**src/fpc_pkg.sv**
```systemverilog
// Shared constants and types for the boot-sector flash host controller
package fpc_pkg;
    // Clock period and pin timing figures
    localparam int CLK_NS = 40;
    localparam int T_RP_NS = 500;
    localparam int T_WP_NS = 100;
    localparam int T_ACC_NS = 100;
    localparam int T_READY_NS = 20000;
    localparam int T_READY_NE_NS = 500;
    localparam int SYNC_STAGES = 2;

    // Cycle counts: least times round up, longest times round down
    localparam logic [15:0] RP_CYC = 16'((T_RP_NS + CLK_NS - 1) / CLK_NS);
    localparam logic [15:0] WP_CYC = 16'((T_WP_NS + CLK_NS - 1) / CLK_NS);
    localparam logic [15:0] RD_CYC = 16'((T_ACC_NS + CLK_NS - 1) / CLK_NS + SYNC_STAGES + 1);
    localparam logic [15:0] READY_CYC = 16'(T_READY_NS / CLK_NS);
    localparam logic [15:0] READY_NE_CYC = 16'((T_READY_NE_NS + CLK_NS - 1) / CLK_NS);

    // Command interface addresses and data
    localparam logic [18:0] UNLOCK_ADDR1 = 19'h00555;
    localparam logic [18:0] UNLOCK_ADDR2 = 19'h002AA;
    localparam logic [7:0] UNLOCK_DATA1 = 8'hAA;
    localparam logic [7:0] UNLOCK_DATA2 = 8'h55;
    localparam logic [7:0] CMD_PROGRAM = 8'hA0;
    localparam logic [7:0] CMD_IDENT = 8'h90;
    localparam logic [7:0] CMD_RESET = 8'hF0;

    // Address bit positions of the protect and identification cycles
    localparam int ADDR_SEL_BIT = 6;
    localparam logic [1:0] PROT_LOW_BITS = 2'b10;

    // Sector bookkeeping
    localparam int SECTORS = 11;
    localparam logic [10:0] PROT_ALL = 11'h7FF;
    localparam logic [10:0] PROT_NONE = 11'h000;
    localparam logic [3:0] TOP_SPLIT_BASE = 4'h7;
    localparam logic [3:0] BOT_BIG_BASE = 4'h3;

    typedef enum logic [2:0] {
        OP_READ,
        OP_WRITE,
        OP_PROGRAM,
        OP_IDENT,
        OP_HV_IDENT,
        OP_PROTECT,
        OP_UNPROTECT,
        OP_HW_RESET
    } fpc_op_e;

    typedef enum logic [2:0] {
        ST_IDLE,
        ST_SETUP,
        ST_STROBE,
        ST_HOLD,
        ST_RST_LOW,
        ST_RST_WAIT,
        ST_DONE
    } fpc_state_e;
endpackage

```
**src/fpc_sector_dec.sv**
```systemverilog
// Address to sector index decoder for top and bottom boot variants
`timescale 1ns/1ps
module fpc_sector_dec #(
    parameter bit TOP_BOOT = 1'b1
) (
    input wire logic [18:0] addr,
    output logic [3:0] sector_index
);
    always_comb begin
        sector_index = 4'h0;
        if (TOP_BOOT) begin
            if (addr[18:16] != 3'b111) begin
                sector_index = {1'b0, addr[18:16]};
            end else if (!addr[15]) begin
                sector_index = fpc_pkg::TOP_SPLIT_BASE;
            end else if (addr[14]) begin
                sector_index = 4'hA;
            end else begin
                sector_index = addr[13] ? 4'h9 : 4'h8;
            end
        end else begin
            if (addr[18:16] != 3'b000) begin
                sector_index = 4'({1'b0, addr[18:16]} + fpc_pkg::BOT_BIG_BASE);
            end else if (addr[15]) begin
                sector_index = fpc_pkg::BOT_BIG_BASE;
            end else if (!addr[14]) begin
                sector_index = 4'h0;
            end else begin
                sector_index = addr[13] ? 4'h2 : 4'h1;
            end
        end
    end
endmodule

```
**src/fpc_host_ctrl.sv**
```systemverilog
// Host controller driving a boot-sector parallel flash through its pins
// How it works
// - Host flags resets that interrupted program or erase, so user restarts them.
// - High voltage identify: A9 elevated, chip and output low, A6 low, A1:A0 pick.
// - Identification codes reachable in-system through the command sequence.
// - Protect uses elevated reset with bus writes; protect all before unprotect.
// - Host writes the reset command to leave in-system identification.
`timescale 1ns/1ps
module fpc_host_ctrl #(
    parameter bit TOP_BOOT = 1'b1
) (
    input wire logic sys_clk,
    input wire logic nrst,
    input wire logic clk_en,
    input wire logic cmd_valid,
    output logic cmd_ready,
    input wire fpc_pkg::fpc_op_e cmd_op,
    input wire logic [18:0] cmd_addr,
    input wire logic [7:0] cmd_data,
    output logic rsp_valid,
    output logic [7:0] rsp_data,
    output logic [3:0] rsp_sector,
    output logic rsp_timeout,
    output logic rsp_interrupted,
    output logic rsp_refused,
    output logic [10:0] prot_done,
    output logic [18:0] flash_addr,
    output logic [7:0] flash_dq_out,
    output logic flash_dq_oe_n,
    input wire logic [7:0] flash_dq_in,
    output logic flash_ce_n,
    output logic flash_oe_n,
    output logic flash_we_n,
    output logic flash_reset_n,
    output logic flash_reset_vid,
    output logic flash_a9_vid,
    input wire logic flash_ready_busy
);
    fpc_pkg::fpc_state_e state_reg;
    fpc_pkg::fpc_op_e op_reg;
    logic [18:0] addr_reg;
    logic [7:0] data_reg;
    logic [1:0] step_reg;
    logic [15:0] cnt_reg;
    logic [7:0] dq_s1_reg;
    logic [7:0] dq_s2_reg;
    logic rb_s1_reg;
    logic rb_s2_reg;
    logic [28:0] cur;
    logic cur_rd;
    logic cur_last;
    logic [3:0] sector;
    logic in_cycle;
    logic strobe_end;

    // One bus cycle of an operation: {is_read, last, address, data}
    function automatic logic [28:0] cycle_of(input fpc_pkg::fpc_op_e op, input logic [1:0] step,
                                             input logic [18:0] a, input logic [7:0] d);
        logic [18:0] a_lo6;
        a_lo6 = a;
        a_lo6[fpc_pkg::ADDR_SEL_BIT] = 1'b0;
        cycle_of = {2'b11, a, d};
        unique case (op)
            fpc_pkg::OP_READ: cycle_of = {2'b11, a, d};
            fpc_pkg::OP_WRITE: cycle_of = {2'b01, a, d};
            fpc_pkg::OP_PROGRAM, fpc_pkg::OP_IDENT: begin
                // unlock pair before every program or identify command
                unique case (step)
                    2'd0: cycle_of = {2'b00, fpc_pkg::UNLOCK_ADDR1, fpc_pkg::UNLOCK_DATA1};
                    2'd1: cycle_of = {2'b00, fpc_pkg::UNLOCK_ADDR2, fpc_pkg::UNLOCK_DATA2};
                    2'd2: cycle_of = {2'b00, fpc_pkg::UNLOCK_ADDR1,
                                      (op == fpc_pkg::OP_PROGRAM) ? fpc_pkg::CMD_PROGRAM
                                                                  : fpc_pkg::CMD_IDENT};
                    2'd3: begin
                        // in-system identify reads the code, then resets
                        if (op == fpc_pkg::OP_PROGRAM) begin
                            cycle_of = {2'b01, a, d};
                        end else begin
                            cycle_of = {2'b10, a, d};
                        end
                    end
                endcase
            end
            // high voltage identify forces A6 low
            fpc_pkg::OP_HV_IDENT: cycle_of = {2'b11, a_lo6, d};
            // protect cycle uses A6 low, A1 high, A0 low
            fpc_pkg::OP_PROTECT: cycle_of = {2'b01, a_lo6[18:2], fpc_pkg::PROT_LOW_BITS, d};
            fpc_pkg::OP_UNPROTECT: begin
                cycle_of = {2'b01, a[18:7], 1'b1, a[5:2], fpc_pkg::PROT_LOW_BITS, d};
            end
            fpc_pkg::OP_HW_RESET: cycle_of = {2'b01, a, d};
        endcase
    endfunction

    // Identify exit needs a fifth cycle beyond the two-bit step range
    logic ident_exit_reg;
    always_comb begin
        cur = cycle_of(op_reg, step_reg, addr_reg, data_reg);
        if (ident_exit_reg) begin
            cur = {2'b01, addr_reg, fpc_pkg::CMD_RESET};
        end
    end
    assign cur_rd = cur[28];
    assign cur_last = cur[27];
    assign in_cycle = (state_reg == fpc_pkg::ST_SETUP) || (state_reg == fpc_pkg::ST_STROBE)
                      || (state_reg == fpc_pkg::ST_HOLD);
    // strobes last whole cycles, far beyond the glitch filter
    assign strobe_end = cnt_reg == (cur_rd ? fpc_pkg::RD_CYC : fpc_pkg::WP_CYC) - 16'd1;
    assign cmd_ready = state_reg == fpc_pkg::ST_IDLE;
    assign rsp_valid = state_reg == fpc_pkg::ST_DONE;

    fpc_sector_dec #(.TOP_BOOT(TOP_BOOT)) u_dec (
        .addr(addr_reg),
        .sector_index(sector)
    );

    // Pin inputs cross two flip-flops
    always_ff @(posedge sys_clk) begin
        if (!nrst) begin
            dq_s1_reg <= 8'h00;
            dq_s2_reg <= 8'h00;
            rb_s1_reg <= 1'b1;
            rb_s2_reg <= 1'b1;
        end else if (clk_en) begin
            dq_s1_reg <= flash_dq_in;
            dq_s2_reg <= dq_s1_reg;
            rb_s1_reg <= flash_ready_busy;
            rb_s2_reg <= rb_s1_reg;
        end
    end

    // Sequencer
    always_ff @(posedge sys_clk) begin
        if (!nrst) begin
            state_reg <= fpc_pkg::ST_IDLE;
            op_reg <= fpc_pkg::OP_READ;
            addr_reg <= 19'h00000;
            data_reg <= 8'h00;
            step_reg <= 2'd0;
            cnt_reg <= 16'h0000;
            ident_exit_reg <= 1'b0;
        end else if (clk_en) begin
            unique case (state_reg)
                fpc_pkg::ST_IDLE: begin
                    if (cmd_valid) begin
                        op_reg <= cmd_op;
                        addr_reg <= cmd_addr;
                        data_reg <= cmd_data;
                        step_reg <= 2'd0;
                        cnt_reg <= 16'h0000;
                        ident_exit_reg <= 1'b0;
                        if (cmd_op == fpc_pkg::OP_HW_RESET) begin
                            state_reg <= fpc_pkg::ST_RST_LOW;
                        end else if (cmd_op == fpc_pkg::OP_UNPROTECT && prot_done != fpc_pkg::PROT_ALL) begin
                            // unprotect refused until every sector was protected
                            state_reg <= fpc_pkg::ST_DONE;
                        end else begin
                            state_reg <= fpc_pkg::ST_SETUP;
                        end
                    end
                end
                fpc_pkg::ST_SETUP: begin
                    cnt_reg <= 16'h0000;
                    state_reg <= fpc_pkg::ST_STROBE;
                end
                fpc_pkg::ST_STROBE: begin
                    cnt_reg <= cnt_reg + 16'd1;
                    if (strobe_end) begin
                        state_reg <= fpc_pkg::ST_HOLD;
                    end
                end
                fpc_pkg::ST_HOLD: begin
                    if (cur_last) begin
                        state_reg <= fpc_pkg::ST_DONE;
                    end else begin
                        if (step_reg == 2'd3) begin
                            ident_exit_reg <= 1'b1;
                        end
                        step_reg <= step_reg + 2'd1;
                        state_reg <= fpc_pkg::ST_SETUP;
                    end
                end
                fpc_pkg::ST_RST_LOW: begin
                    // hold reset low for the least pulse time
                    cnt_reg <= cnt_reg + 16'd1;
                    if (cnt_reg == fpc_pkg::RP_CYC - 16'd1) begin
                        cnt_reg <= 16'h0000;
                        state_reg <= fpc_pkg::ST_RST_WAIT;
                    end
                end
                fpc_pkg::ST_RST_WAIT: begin
                    // wait for ready, at least the idle recovery time
                    cnt_reg <= cnt_reg + 16'd1;
                    if ((rb_s2_reg && cnt_reg >= fpc_pkg::READY_NE_CYC - 16'd1)
                        || cnt_reg == fpc_pkg::READY_CYC - 16'd1) begin
                        state_reg <= fpc_pkg::ST_DONE;
                    end
                end
                fpc_pkg::ST_DONE: state_reg <= fpc_pkg::ST_IDLE;
                default: state_reg <= fpc_pkg::ST_IDLE;
            endcase
        end
    end

    // Answer fields
    always_ff @(posedge sys_clk) begin
        if (!nrst) begin
            rsp_data <= 8'h00;
            rsp_sector <= 4'h0;
            rsp_timeout <= 1'b0;
            rsp_interrupted <= 1'b0;
            rsp_refused <= 1'b0;
        end else if (clk_en) begin
            if (state_reg == fpc_pkg::ST_IDLE && cmd_valid) begin
                rsp_timeout <= 1'b0;
                // report that a running program or erase was cut short
                rsp_interrupted <= (cmd_op == fpc_pkg::OP_HW_RESET) && !rb_s2_reg;
                rsp_refused <= cmd_op == fpc_pkg::OP_UNPROTECT && prot_done != fpc_pkg::PROT_ALL;
            end
            if (state_reg == fpc_pkg::ST_STROBE && strobe_end && cur_rd) begin
                // array, identify and status reads from synchronised bus
                rsp_data <= dq_s2_reg;
            end
            if (state_reg == fpc_pkg::ST_HOLD) begin
                rsp_sector <= sector;
            end
            if (state_reg == fpc_pkg::ST_RST_WAIT && !rb_s2_reg
                && cnt_reg == fpc_pkg::READY_CYC - 16'd1) begin
                rsp_timeout <= 1'b1;
            end
        end
    end

    // shadow starts clear, pin reset keeps it
    always_ff @(posedge sys_clk) begin
        if (!nrst) begin
            prot_done <= fpc_pkg::PROT_NONE;
        end else if (clk_en) begin
            // track protect writes per decoded sector
            if (state_reg == fpc_pkg::ST_HOLD && op_reg == fpc_pkg::OP_PROTECT) begin
                prot_done <= prot_done | 11'(11'h001 << sector);
            end
        end
    end

    // Flash pins, registered one cycle behind the sequencer
    always_ff @(posedge sys_clk) begin
        if (!nrst) begin
            flash_addr <= 19'h00000;
            flash_dq_out <= 8'h00;
            flash_dq_oe_n <= 1'b1;
            flash_ce_n <= 1'b1;
            flash_oe_n <= 1'b1;
            flash_we_n <= 1'b1;
            flash_reset_n <= 1'b1;
            flash_reset_vid <= 1'b0;
            flash_a9_vid <= 1'b0;
        end else if (clk_en) begin
            flash_addr <= in_cycle ? cur[26:8] : flash_addr;
            flash_dq_out <= in_cycle ? cur[7:0] : flash_dq_out;
            // write strobe only with chip select low and output gate high
            flash_ce_n <= !in_cycle;
            flash_we_n <= !(state_reg == fpc_pkg::ST_STROBE && !cur_rd);
            flash_oe_n <= !(state_reg == fpc_pkg::ST_STROBE && cur_rd);
            flash_dq_oe_n <= !((state_reg == fpc_pkg::ST_STROBE || state_reg == fpc_pkg::ST_HOLD)
                               && !cur_rd);
            // pin reset quiets the bus and clears flash modes
            flash_reset_n <= state_reg != fpc_pkg::ST_RST_LOW;
            // elevated reset only around protect cycles
            flash_reset_vid <= in_cycle && (op_reg == fpc_pkg::OP_PROTECT
                                            || op_reg == fpc_pkg::OP_UNPROTECT);
            // elevated A9 only for high voltage identify
            flash_a9_vid <= in_cycle && op_reg == fpc_pkg::OP_HV_IDENT;
        end
    end

    property p_reset_quiet;
        @(posedge sys_clk) disable iff (!nrst)
        !flash_reset_n |-> flash_ce_n && flash_we_n && flash_oe_n && flash_dq_oe_n;
    endproperty
    a_reset_quiet: assert property (p_reset_quiet) else $error("bus active during reset");

    property p_reset_len;
        @(posedge sys_clk) disable iff (!nrst)
        $fell(flash_reset_n) |-> !flash_reset_n [*8];
    endproperty
    a_reset_len: assert property (p_reset_len) else $error("reset pulse too short");

    property p_write_gate;
        @(posedge sys_clk) disable iff (!nrst)
        !flash_we_n |-> !flash_ce_n && flash_oe_n && !flash_dq_oe_n;
    endproperty
    a_write_gate: assert property (p_write_gate) else $error("write strobe without gating");

    property p_we_width;
        @(posedge sys_clk) disable iff (!nrst)
        $fell(flash_we_n) |=> !flash_we_n;
    endproperty
    a_we_width: assert property (p_we_width) else $error("write pulse one cycle");

    property p_a9_read;
        @(posedge sys_clk) disable iff (!nrst)
        flash_a9_vid |-> flash_we_n && !flash_addr[fpc_pkg::ADDR_SEL_BIT] && flash_reset_n;
    endproperty
    a_a9_read: assert property (p_a9_read) else $error("A9 high voltage with bad pins");

    property p_unprot_refuse;
        @(posedge sys_clk) disable iff (!nrst)
        (cmd_ready && cmd_valid && clk_en && cmd_op == fpc_pkg::OP_UNPROTECT
         && prot_done != fpc_pkg::PROT_ALL) |=> rsp_valid && rsp_refused;
    endproperty
    a_unprot_refuse: assert property (p_unprot_refuse) else $error("unprotect not refused");

    property p_ready_done;
        @(posedge sys_clk) disable iff (!nrst)
        (rsp_valid && op_reg == fpc_pkg::OP_HW_RESET && !rsp_timeout) |-> $past(rb_s2_reg);
    endproperty
    a_ready_done: assert property (p_ready_done) else $error("reset done while busy");

    property p_ident_exit;
        @(posedge sys_clk) disable iff (!nrst)
        (rsp_valid && op_reg == fpc_pkg::OP_IDENT) |-> $past(flash_dq_out, 2) == fpc_pkg::CMD_RESET;
    endproperty
    a_ident_exit: assert property (p_ident_exit) else $error("identify left without reset");

    property p_vid_only_prot;
        @(posedge sys_clk) disable iff (!nrst)
        $rose(flash_reset_vid) |-> flash_reset_n && $past(op_reg == fpc_pkg::OP_PROTECT
                                                       || op_reg == fpc_pkg::OP_UNPROTECT);
    endproperty
    a_vid_only_prot: assert property (p_vid_only_prot) else $error("elevated reset misuse");

    c_program: cover property (@(posedge sys_clk) rsp_valid && op_reg == fpc_pkg::OP_PROGRAM);
    c_ident: cover property (@(posedge sys_clk) rsp_valid && op_reg == fpc_pkg::OP_IDENT);
    c_reset_int: cover property (@(posedge sys_clk) rsp_valid && rsp_interrupted);
    c_unprot: cover property (@(posedge sys_clk) rsp_valid && op_reg == fpc_pkg::OP_UNPROTECT
                                                 && !rsp_refused);
endmodule

```
**config.mk**
```make
export PLATFORM = sky130hd
export DESIGN_NAME = fpc_host_ctrl
export DESIGN_NICKNAME = d
export VERILOG_FILES = /design/src/fpc_pkg.sv /design/src/fpc_sector_dec.sv /design/src/fpc_host_ctrl.sv
export SDC_FILE = /design/constraint.sdc
export NUM_CORES = 1
export LEC_CHECK = 0
export ABC_AREA = 1
export BUFFER_PORTS_ARGS = -buffer_cell sky130_fd_sc_hd__buf_2
export CORE_MARGIN = 2
export CORE_UTILIZATION = 62
export CTS_BUF_LIST = sky130_fd_sc_hd__clkbuf_4 sky130_fd_sc_hd__clkbuf_8
export DETAILED_ROUTE_END_ITERATION = 10
export MAX_ROUTING_LAYER = met4
export PLACE_DENSITY = 0.85
export SETUP_SLACK_MARGIN = 0.15
export SYNTH_ARGS = -nofsm -noshare
export SYNTH_HDL_FRONTEND = slang
export SYNTH_SLANG_ARGS = --single-unit
```
**constraint.sdc**
```tcl
create_clock -name sys_clk -period 4.9 [get_ports sys_clk]
set_clock_uncertainty 0.1 [all_clocks]
set_input_delay 0.98 -clock sys_clk [delete_from_list [all_inputs] [get_ports sys_clk]]
set_output_delay 0.98 -clock sys_clk [all_outputs]
set_load 0.005 [all_outputs]
```
**Yosys cells after proc, flatten, opt, wreduce, memory -nomap -nowiden**

Cells that the tools add are included.

- Bits in latches: 0
- Output and inout port bits: 62
- Bits in writable memories: 0
- Memory bits (read-only): 0
- Input bits: 43
- Register bits after elaboration: 130
- Memories kept: 0

- Mux-type cells: 30
- Reductions and logical operators: 45
- Divide/modulo/power cells: 0
- Bitwise gates (word level): 1
- Add/sub/neg operators: 3
- Order comparisons: 1
- Multiply operators: 0
- Shifts and indexed selects: 1
- Equality and inequality tests: 30

Operator list:

| operator | count |
|---|---|
| 29-bit one-hot mux with 6 select lines | 1 |
| 29-bit one-hot mux with 4 select lines | 1 |
| 16-bit one-hot mux with 4 select lines | 1 |
| 29-bit two-way mux | 2 |
| 16-bit two-way mux | 2 |
| 3-bit equality test, second input constant | 9 |
| 3-bit two-way mux | 8 |
| 3-bit one-hot mux with 6 select lines | 1 |
| 16-bit by 1-bit adder with 16-bit output, second input constant | 1 |
| 16-bit equality test | 1 |
| 16-bit by 4-bit equality test with 1-bit output, second input constant | 1 |
| 16-bit by 9-bit equality test with 1-bit output, second input constant | 1 |
| 16-bit by 4-bit greater-or-equal comparator with 1-bit output, second input constant | 1 |
| 1-bit logical AND | 14 |
| 3-bit by 2-bit equality test with 1-bit output, second input constant | 4 |
| 4-bit two-way mux | 3 |
| 2-bit != test, second input constant | 6 |
| 2-bit AND reduction | 6 |
| 11-bit != test, second input constant | 1 |
| 11-bit OR | 1 |
| 1-bit by 4-bit left shift with 11-bit output, first input constant | 1 |
| 5-bit AND reduction | 2 |
| 3-bit by 1-bit equality test with 1-bit output, second input constant | 2 |
| 1-bit logical NOT | 6 |
| other kinds (18) | 35 |

**Logic depth before layout (Yosys ltp)**

Gate-level depths: netlist of the first run.

- Depth in word-level cells: 11
- Gate-level depth with buffers: 12
- Gate-level depth less buffers: 11

**Hierarchy**

A second synthesis of the first run with hierarchy kept.

- Cells, all modules: 807
- Area, all modules: 5714.2 um2

By module, submodules not included:

| module | area each (um2) | times used | cells each | sequential area each (um2) |
|---|---|---|---|---|
| fpc_host_ctrl | 5639.2 | 1 | 790 | 2602.5 |
| fpc_sector_dec | 75.1 | 1 | 17 | 0.0 |

**Worst setup path after synthesis of the first run**

Ideal clock, no wire load.

- Path type: in2reg
- Start: in clk_en
- End: reg cnt_reg[14]
- Path slack: 2.758 ns
- Library setup time: 0.115 ns
- Stages on the path: 8
- Arrival: 1.927 ns
- Buffers on the path: 1
- Cell sequence: buf_4 > nand2_1 > a21boi_4 > nand2_4 > nor2_1 > nand3_1 > nand2_1 > nor2_1

- Longest elaborated chain between the ends: 1

Ends and longest elaborated chain:

| element | RTL line | text |
|---|---|---|
| start: declaration | fpc_host_ctrl.sv:14 | `input wire logic clk_en,` |
| 3-bit AND reduction (no line) | -- |  |
| end signal: assignment | fpc_host_ctrl.sv:167 | `cnt_reg <= cnt_reg + 16'd1;` |
| end signal: assignment | fpc_host_ctrl.sv:185 | `cnt_reg <= cnt_reg + 16'd1;` |
| end signal: assignment | fpc_host_ctrl.sv:193 | `cnt_reg <= cnt_reg + 16'd1;` |
| end: declaration | fpc_host_ctrl.sv:44 | `logic [15:0] cnt_reg;` |

Every way passes these cells.
A chain may end at the register's enable or synchronous reset.

**Final worst setup path of the first run**

- Start: in clk_en
- End: reg flash_dq_out[7]

- Longest elaborated chain between the ends: 1

Ends and longest elaborated chain:

| element | RTL line | text |
|---|---|---|
| 2-bit AND reduction (no line) | -- |  |
| end signal: assignment | fpc_host_ctrl.sv:260 | `flash_dq_out <= in_cycle ? cur[7:0] : flash_dq_out;` |
| end: declaration | fpc_host_ctrl.sv:28 | `output logic [7:0] flash_dq_out,` |

Every way passes these cells.

==> results of run 1 <==
where the power goes:
part           switching [mW]  internal [mW]  leakage (nW)
combinational           0.555          0.279          1.79
sequential              0.116           1.20          1.06
clock                   0.446          0.569         0.226
total                    1.12           2.05          3.08
logic make-up (layout without fill, tap and decap cells):
logic type	after synthesis	count (layout)
fa+ha+maj	5	5
xor+xnor	3	3
buf+inv	104	212
flops	130	130
compound gates	192	192
simple gates	363	363
per-stage QoR:
| step | util [%] | total power [mW] | area, um^2 | setup WS (ns) |
|---|---|---|---|---|
| after detailed placement | 70.8 | 2.15 | 6230 | 1.75 |
| after global routing | 75.8 | 3.35 | 6680 | 1.96 |
| after global placement | 70.8 | 2.12 | 6230 | 1.83 |
| after CTS | 75.8 | 3.16 | 6680 | 2.21 |
| after floorplan | - | 1.91 | 5690 | 2.76 |
| final | 75.8 | 3.17 | 6680 | 2.16 |
layer usage:
metal	global-route usage [%]	up-vias	wire, um
met2	50.3	216	7110
met1	38.8	2625	6350
met3	7.87	31	1050
met4	8.96	0	218
li1	-	2793	-
met5	-	-	0
cells in the final DEF (no fill, tap or decap), types with 17 or more instances in the layout:
cell	count
clkbuf_8	17
a21oi_1	68
buf_2	104
dfxtp_1	130
nand2_1	132
nand3_1	40
inv_1	66
o21ai_0	102
nor2_1	156
how the worst max path moves through the flow:
stage          startpoint               to  cells past startpoint
2_1_floorplan      clk_en      cnt_reg[14]                      8
3_3_place_gp       clk_en  flash_dq_out[7]                      9
3_5_place_dp       clk_en  flash_dq_out[7]                      9
4_1_cts            clk_en  flash_dq_out[7]                      9
5_1_grt            clk_en  flash_dq_out[7]                      9
6_report           clk_en  flash_dq_out[7]                      9
cell type report:
class / instances / share of cell area, %
Multi-Input combinational cell: 563 / 40.0
Sequential cell: 130 / 39.0
Timing Repair Buffer: 108 / 8.25
Inverter: 72 / 4.09
Clock buffer: 18 / 3.62
Clock inverter: 14 / 3.00
Tap cell: 108 / 2.02
worst min-delay path, cell delays in order (launching register included):
cell,delay (ns)
dfxtp_1,0.31
inv_1,0.06
a21oi_1,0.05
==> impl_metrics.json, run 1 <==
{
  "gp_congestion": 1.03,
  "setup_viol": 0,
  "period_minus_slack_ns": 2.74,
  "antenna_found_initial": 0,
  "coreArea_um2": 8810,
  "n_antenna_cell": 0,
  "row_count": 34,
  "overflow": 0,
  "grt_first_pass_wirelength_um": 24400,
  "wl_per_cell_um": 14.5,
  "routed_via_density": 5.59,
  "critPathRequiredTime_ns": 5.13,
  "ant_nets": 0,
  "hold_path.startpoint": "addr_reg[2]",
  "hp-class": "reg -> reg",
  "worstRegToRegCells": 8,
  "yosys.area_share.simple_pct": 27.3,
  "io_pins": 105,
  "reg2reg_from": "state_reg[2]",
  "powerDensity_nw_per_um2": 475,
  "synth_area_per_cell_um2": 7.14,
  "synth.distinct_cells": 44,
  "track_usage_pct": 31.1,
  "drtIter0Drc": 368,
  "synth_compound_area_share_pct": 18.0,
  "clkTransAtPathRegs_ns": 0.08,
  "tightest_slew_ns": 0.795,
  "synth_top_cell_by_area": "dfxtp_1",
  "synth.mux.area_fraction_pct": 0,
  "post-route-period-util_pct": 56.0,
  "die_area_um2": 9970,
  "cts_tree": "yes",
  "hold_depth": 2,
  "max-slew-margin-rel_pct": 46.7,
  "endpoint_kind": "flip-flop",
  "cts_made_buffers": 17,
  "ys_top_cells_by_area": "dfxtp_1, nor2_1, o21ai_0, nand2_1, a21oi_1",
  "fmax_ghz": 0.365,
  "yosysSeqAreaShare_pct": 45.7,
  "syn_nets": 845,
  "fillCellCount": 689,
  "cpMostUsedCell": "inv_2",
  "cp-start-kind": "input port",
  "htreeDepth": 4,
  "grt_pass1_vias": 5325,
  "slew_viol_final": 0,
  "leakage_nw": 3.08,
  "synthAdderAreaFrac_pct": 1.10,
  "cap_violations": 0,
  "synth_edf_count": 0,
  "r2r_end": "data_reg[2]",
  "slowest_delay_ns": 0.38,
  "synth_warnings": 0,
  "fin_hold_ws_ns": 0.364,
  "crit_buf_inv": 5,
  "yosys_register_bits": 130,
  "tns_ns": 0,
  "post-route-drc-count": 0,
  "stdcell_count": 1013,
  "crit_chain": "buf_2, inv_2, nor3_4, buf_4, inv_2, nor2_4, nand3_1, o211ai_1, inv_1",
  "routed_wirelength_um": 14700,
  "layout.nets": 940,
  "io_buffers": 104,
  "dp.cells": 981,
  "cp_slowest_cell": "buf_4",
  "post-cts-setup-buffer-count": 0,
  "hold_violations": 0,
  "grt_max_degree": 47,
  "cts_root_buffer": "clkbuf_8",
  "async_flop_share_pct": 0,
  "crit_arrival_ns": 2.97,
  "cts_hold_buf": 0,
  "multi_input_area_um2": 2670,
  "clock_sinks": 130,
  "dieHeight_um": 99.8,
  "min_to": "addr_reg[2]",
  "area_delta_synth_final_pct": 17.2,
  "dr.pass1.iters": 6,
  "clkLatencyLatePin_ns": 0.43,
  "status": "finished, final reports clean",
  "clk_path_buf_depth": 2,
  "detailed_place_hpwl_um": 10300,
  "yosysMostFrequentCell": "nor2_1",
  "synthXorXnorAreaFrac_pct": 0.461,
  "synthCells": 797,
  "synthTopCellsByCount": "nor2_1, nand2_1, dfxtp_1",
  "worstSetupPathType": "in -> reg",
  "ys.flop_type": "dfxtp_1",
  "irDropWorstVdd_mv": 0.270,
  "die_w_um": 99.8,
  "register_area_um2": 2600,
  "cp_max_fo": 39,
  "mappedNetlistArea_um2": 5690,
  "reg2reg_slack_ns": 2.62,
  "rsz0062_at_grt": "no",
  "via_count": 5665,
  "synth_top_area_share_pct": 45.7,
  "drive_above_1_share_pct": 18.1,
  "cpLargestDelayFamily": "buffers and inverters",
  "initial_core_util_pct": 64.7,
  "cts_resized": 0,
  "synth_top_family_by_area": "simple AND/OR/NAND/NOR gates"
}
Note: power is estimated with default switching activity, not from simulation.
==> run 2: changes to the inputs <==
Settings changed: CORE_UTILIZATION 62 to 52, PLACE_DENSITY 0.85 to 0.75.
Clock period 4.9 ns to 2.3 ns, I/O delays scaled along.
==> run 2 against run 1 <==
- sequential cell count did not move
- routed wire length fell by 3.7%
- worst setup slack got worse by 1.8 ns
- register-to-register slack got worse by 2.2 ns
- clock-buffer cell count rose by 2
- critical path type is now reg -> out
- largest cell class unchanged
==> impl_metrics.json, run 2 (same netlist as run 1, synthesis figures left out) <==
{
  "status": "finished, final reports clean",
  "clkLatencyLatePin_ns": 0.44,
  "wl_met2_um": 6560,
  "dp_slack_ns": 0.416,
  "fmax_ghz": 0.508,
  "irDropWorstVdd_mv": 0.617,
  "track_usage_pct": 25.9,
  "area_delta_synth_final_pct": 19.5,
  "crit_chain": "nor2_4, nand2_4, inv_1, buf_2",
  "htreeDepth": 4,
  "endpoint_kind": "output port",
  "die_area_um2": 11800,
  "cts_hold_buf": 0,
  "overflow": 0,
  "via_count": 5472,
  "wl_met1_um": 6550,
  "reg2reg_slack_ns": 0.40,
  "slowest_delay_ns": 0.41,
  "post-route-drc-count": 0,
  "layout_commonest_cell": "nor2_1",
  "worstRegToRegCells": 11,
  "tns_ns": 0,
  "grt_first_pass_wirelength_um": 23500,
  "rsz0062_at_grt": "no",
  "antenna_found_initial": 1,
  "cap_violations": 0,
  "cp.depth": 4,
  "hold_violations": 0,
  "clkTransAtPathRegs_ns": 0.08,
  "crit_buf_inv": 2,
  "detailed_place_hpwl_um": 10100,
  "layout.nets": 951,
  "fillCellCount": 1018,
  "finalPower_mw": 6.63,
  "hold_depth": 3,
  "clk_path_buf_depth": 2,
  "row_count": 38,
  "setup_slack_ns": 0.332,
  "post-cts-setup-buffer-count": 0,
  "cp_slowest_cell": "dfxtp_1",
  "initial_core_util_pct": 53.0,
  "clock_sinks": 130,
  "drive_above_1_share_pct": 19.1,
  "powerDensity_nw_per_um2": 974,
  "wl_per_cell_um": 13.4,
  "worstSetupPathType": "reg -> out",
  "dr_wl_met3_um": 889,
  "dieHeight_um": 109,
  "ant_nets": 0,
  "cpLargestDelayFamily": "flip-flops",
  "register_area_um2": 2600,
  "die_w_um": 109,
  "drtIter0Drc": 263,
  "cts_root_buffer": "clkbuf_8",
  "io_buffers": 104,
  "leakage_nw": 3.12,
  "setup_viol": 0,
  "tightest_slew_ns": 0.468,
  "cts_made_buffers": 17,
  "coreArea_um2": 10700,
  "dr.max_layer_used": "met4",
  "crit_arrival_ns": 1.41,
  "dr.pass1.iters": 5,
  "cp-start-kind": "flip-flop",
  "slew_viol_final": 0,
  "critPathRequiredTime_ns": 1.74,
  "cp_max_fo": 8,
  "cts_tree": "yes",
  "grt_pass1_vias": 5089,
  "multi_input_area_um2": 2670,
  "period_minus_slack_ns": 1.97,
  "grt_max_degree": 35,
  "post-route-period-util_pct": 85.6,
  "routed_via_density": 5.18,
  "routed_wirelength_um": 14200,
  "gp_congestion": 0.890,
  "hp-class": "in -> reg",
  "max-slew-margin-rel_pct": 68.7,
  "io_pins": 105,
  "cts_resized": 0,
  "final_cell_mix": "nor2_1, nand2_1, dfxtp_1"
}
-- run 2: power by group --
group | total (mW) | internal, mW | switching [mW]
sequential | 2.80 | 2.56 | 0.233
clock | 2.03 | 1.13 | 0.902
combinational | 1.80 | 0.630 | 1.17
-- run 2: stage by stage --
stage / hold WS [ns] / utilization (%) / cell area (um^2) / instances
3_5_place_dp: 0.344 / 59.4 / 6380 / 1024
5_1_grt: 0.134 / 63.3 / 6810 / 1057
4_1_cts: 0.116 / 63.3 / 6800 / 1056
6_report: 0.134 / 63.3 / 6810 / 1057
3_3_place_gp: 0.339 / 59.4 / 6380 / 1024
2_1_floorplan: 0.325 / - / 5690 / 797
-- run 2: metal layers --
layer  GRT usage [%]  up-vias
met5               -        -
met4            7.97        0
met3            7.17       22
met2            40.5      131
met1            32.6     2502
li1                -     2817
-- run 2: area by class of cell --
cell class | count | area share, %
tap | 140 | 2.57
multi-input combinational | 563 | 39.3
sequential | 130 | 38.2
clock inverter | 12 | 2.32
clock buffer | 20 | 3.86
antenna | 1 | 0.0368
inverter | 72 | 4.01
timing repair buffer | 119 | 9.67
-- run 2: worst reg2reg max path, delay by kind of cell (launching register included) --
family / cells / cell delay, ns
simple gates: 5 / 0.47
buf+inv: 3 / 0.46
flops: 1 / 0.35
fa+ha+maj: 1 / 0.23
compound gates: 2 / 0.22
-- run 2: path summary, 6_finish.rpt --
path,endpoint,from
setup / recovery,cmd_ready,state_reg[0]
hold / removal,dq_s1_reg[5],flash_dq_in[5]
hold reg to reg,addr_reg[10],addr_reg[10]
setup reg to reg,ident_exit_reg,step_reg[0]
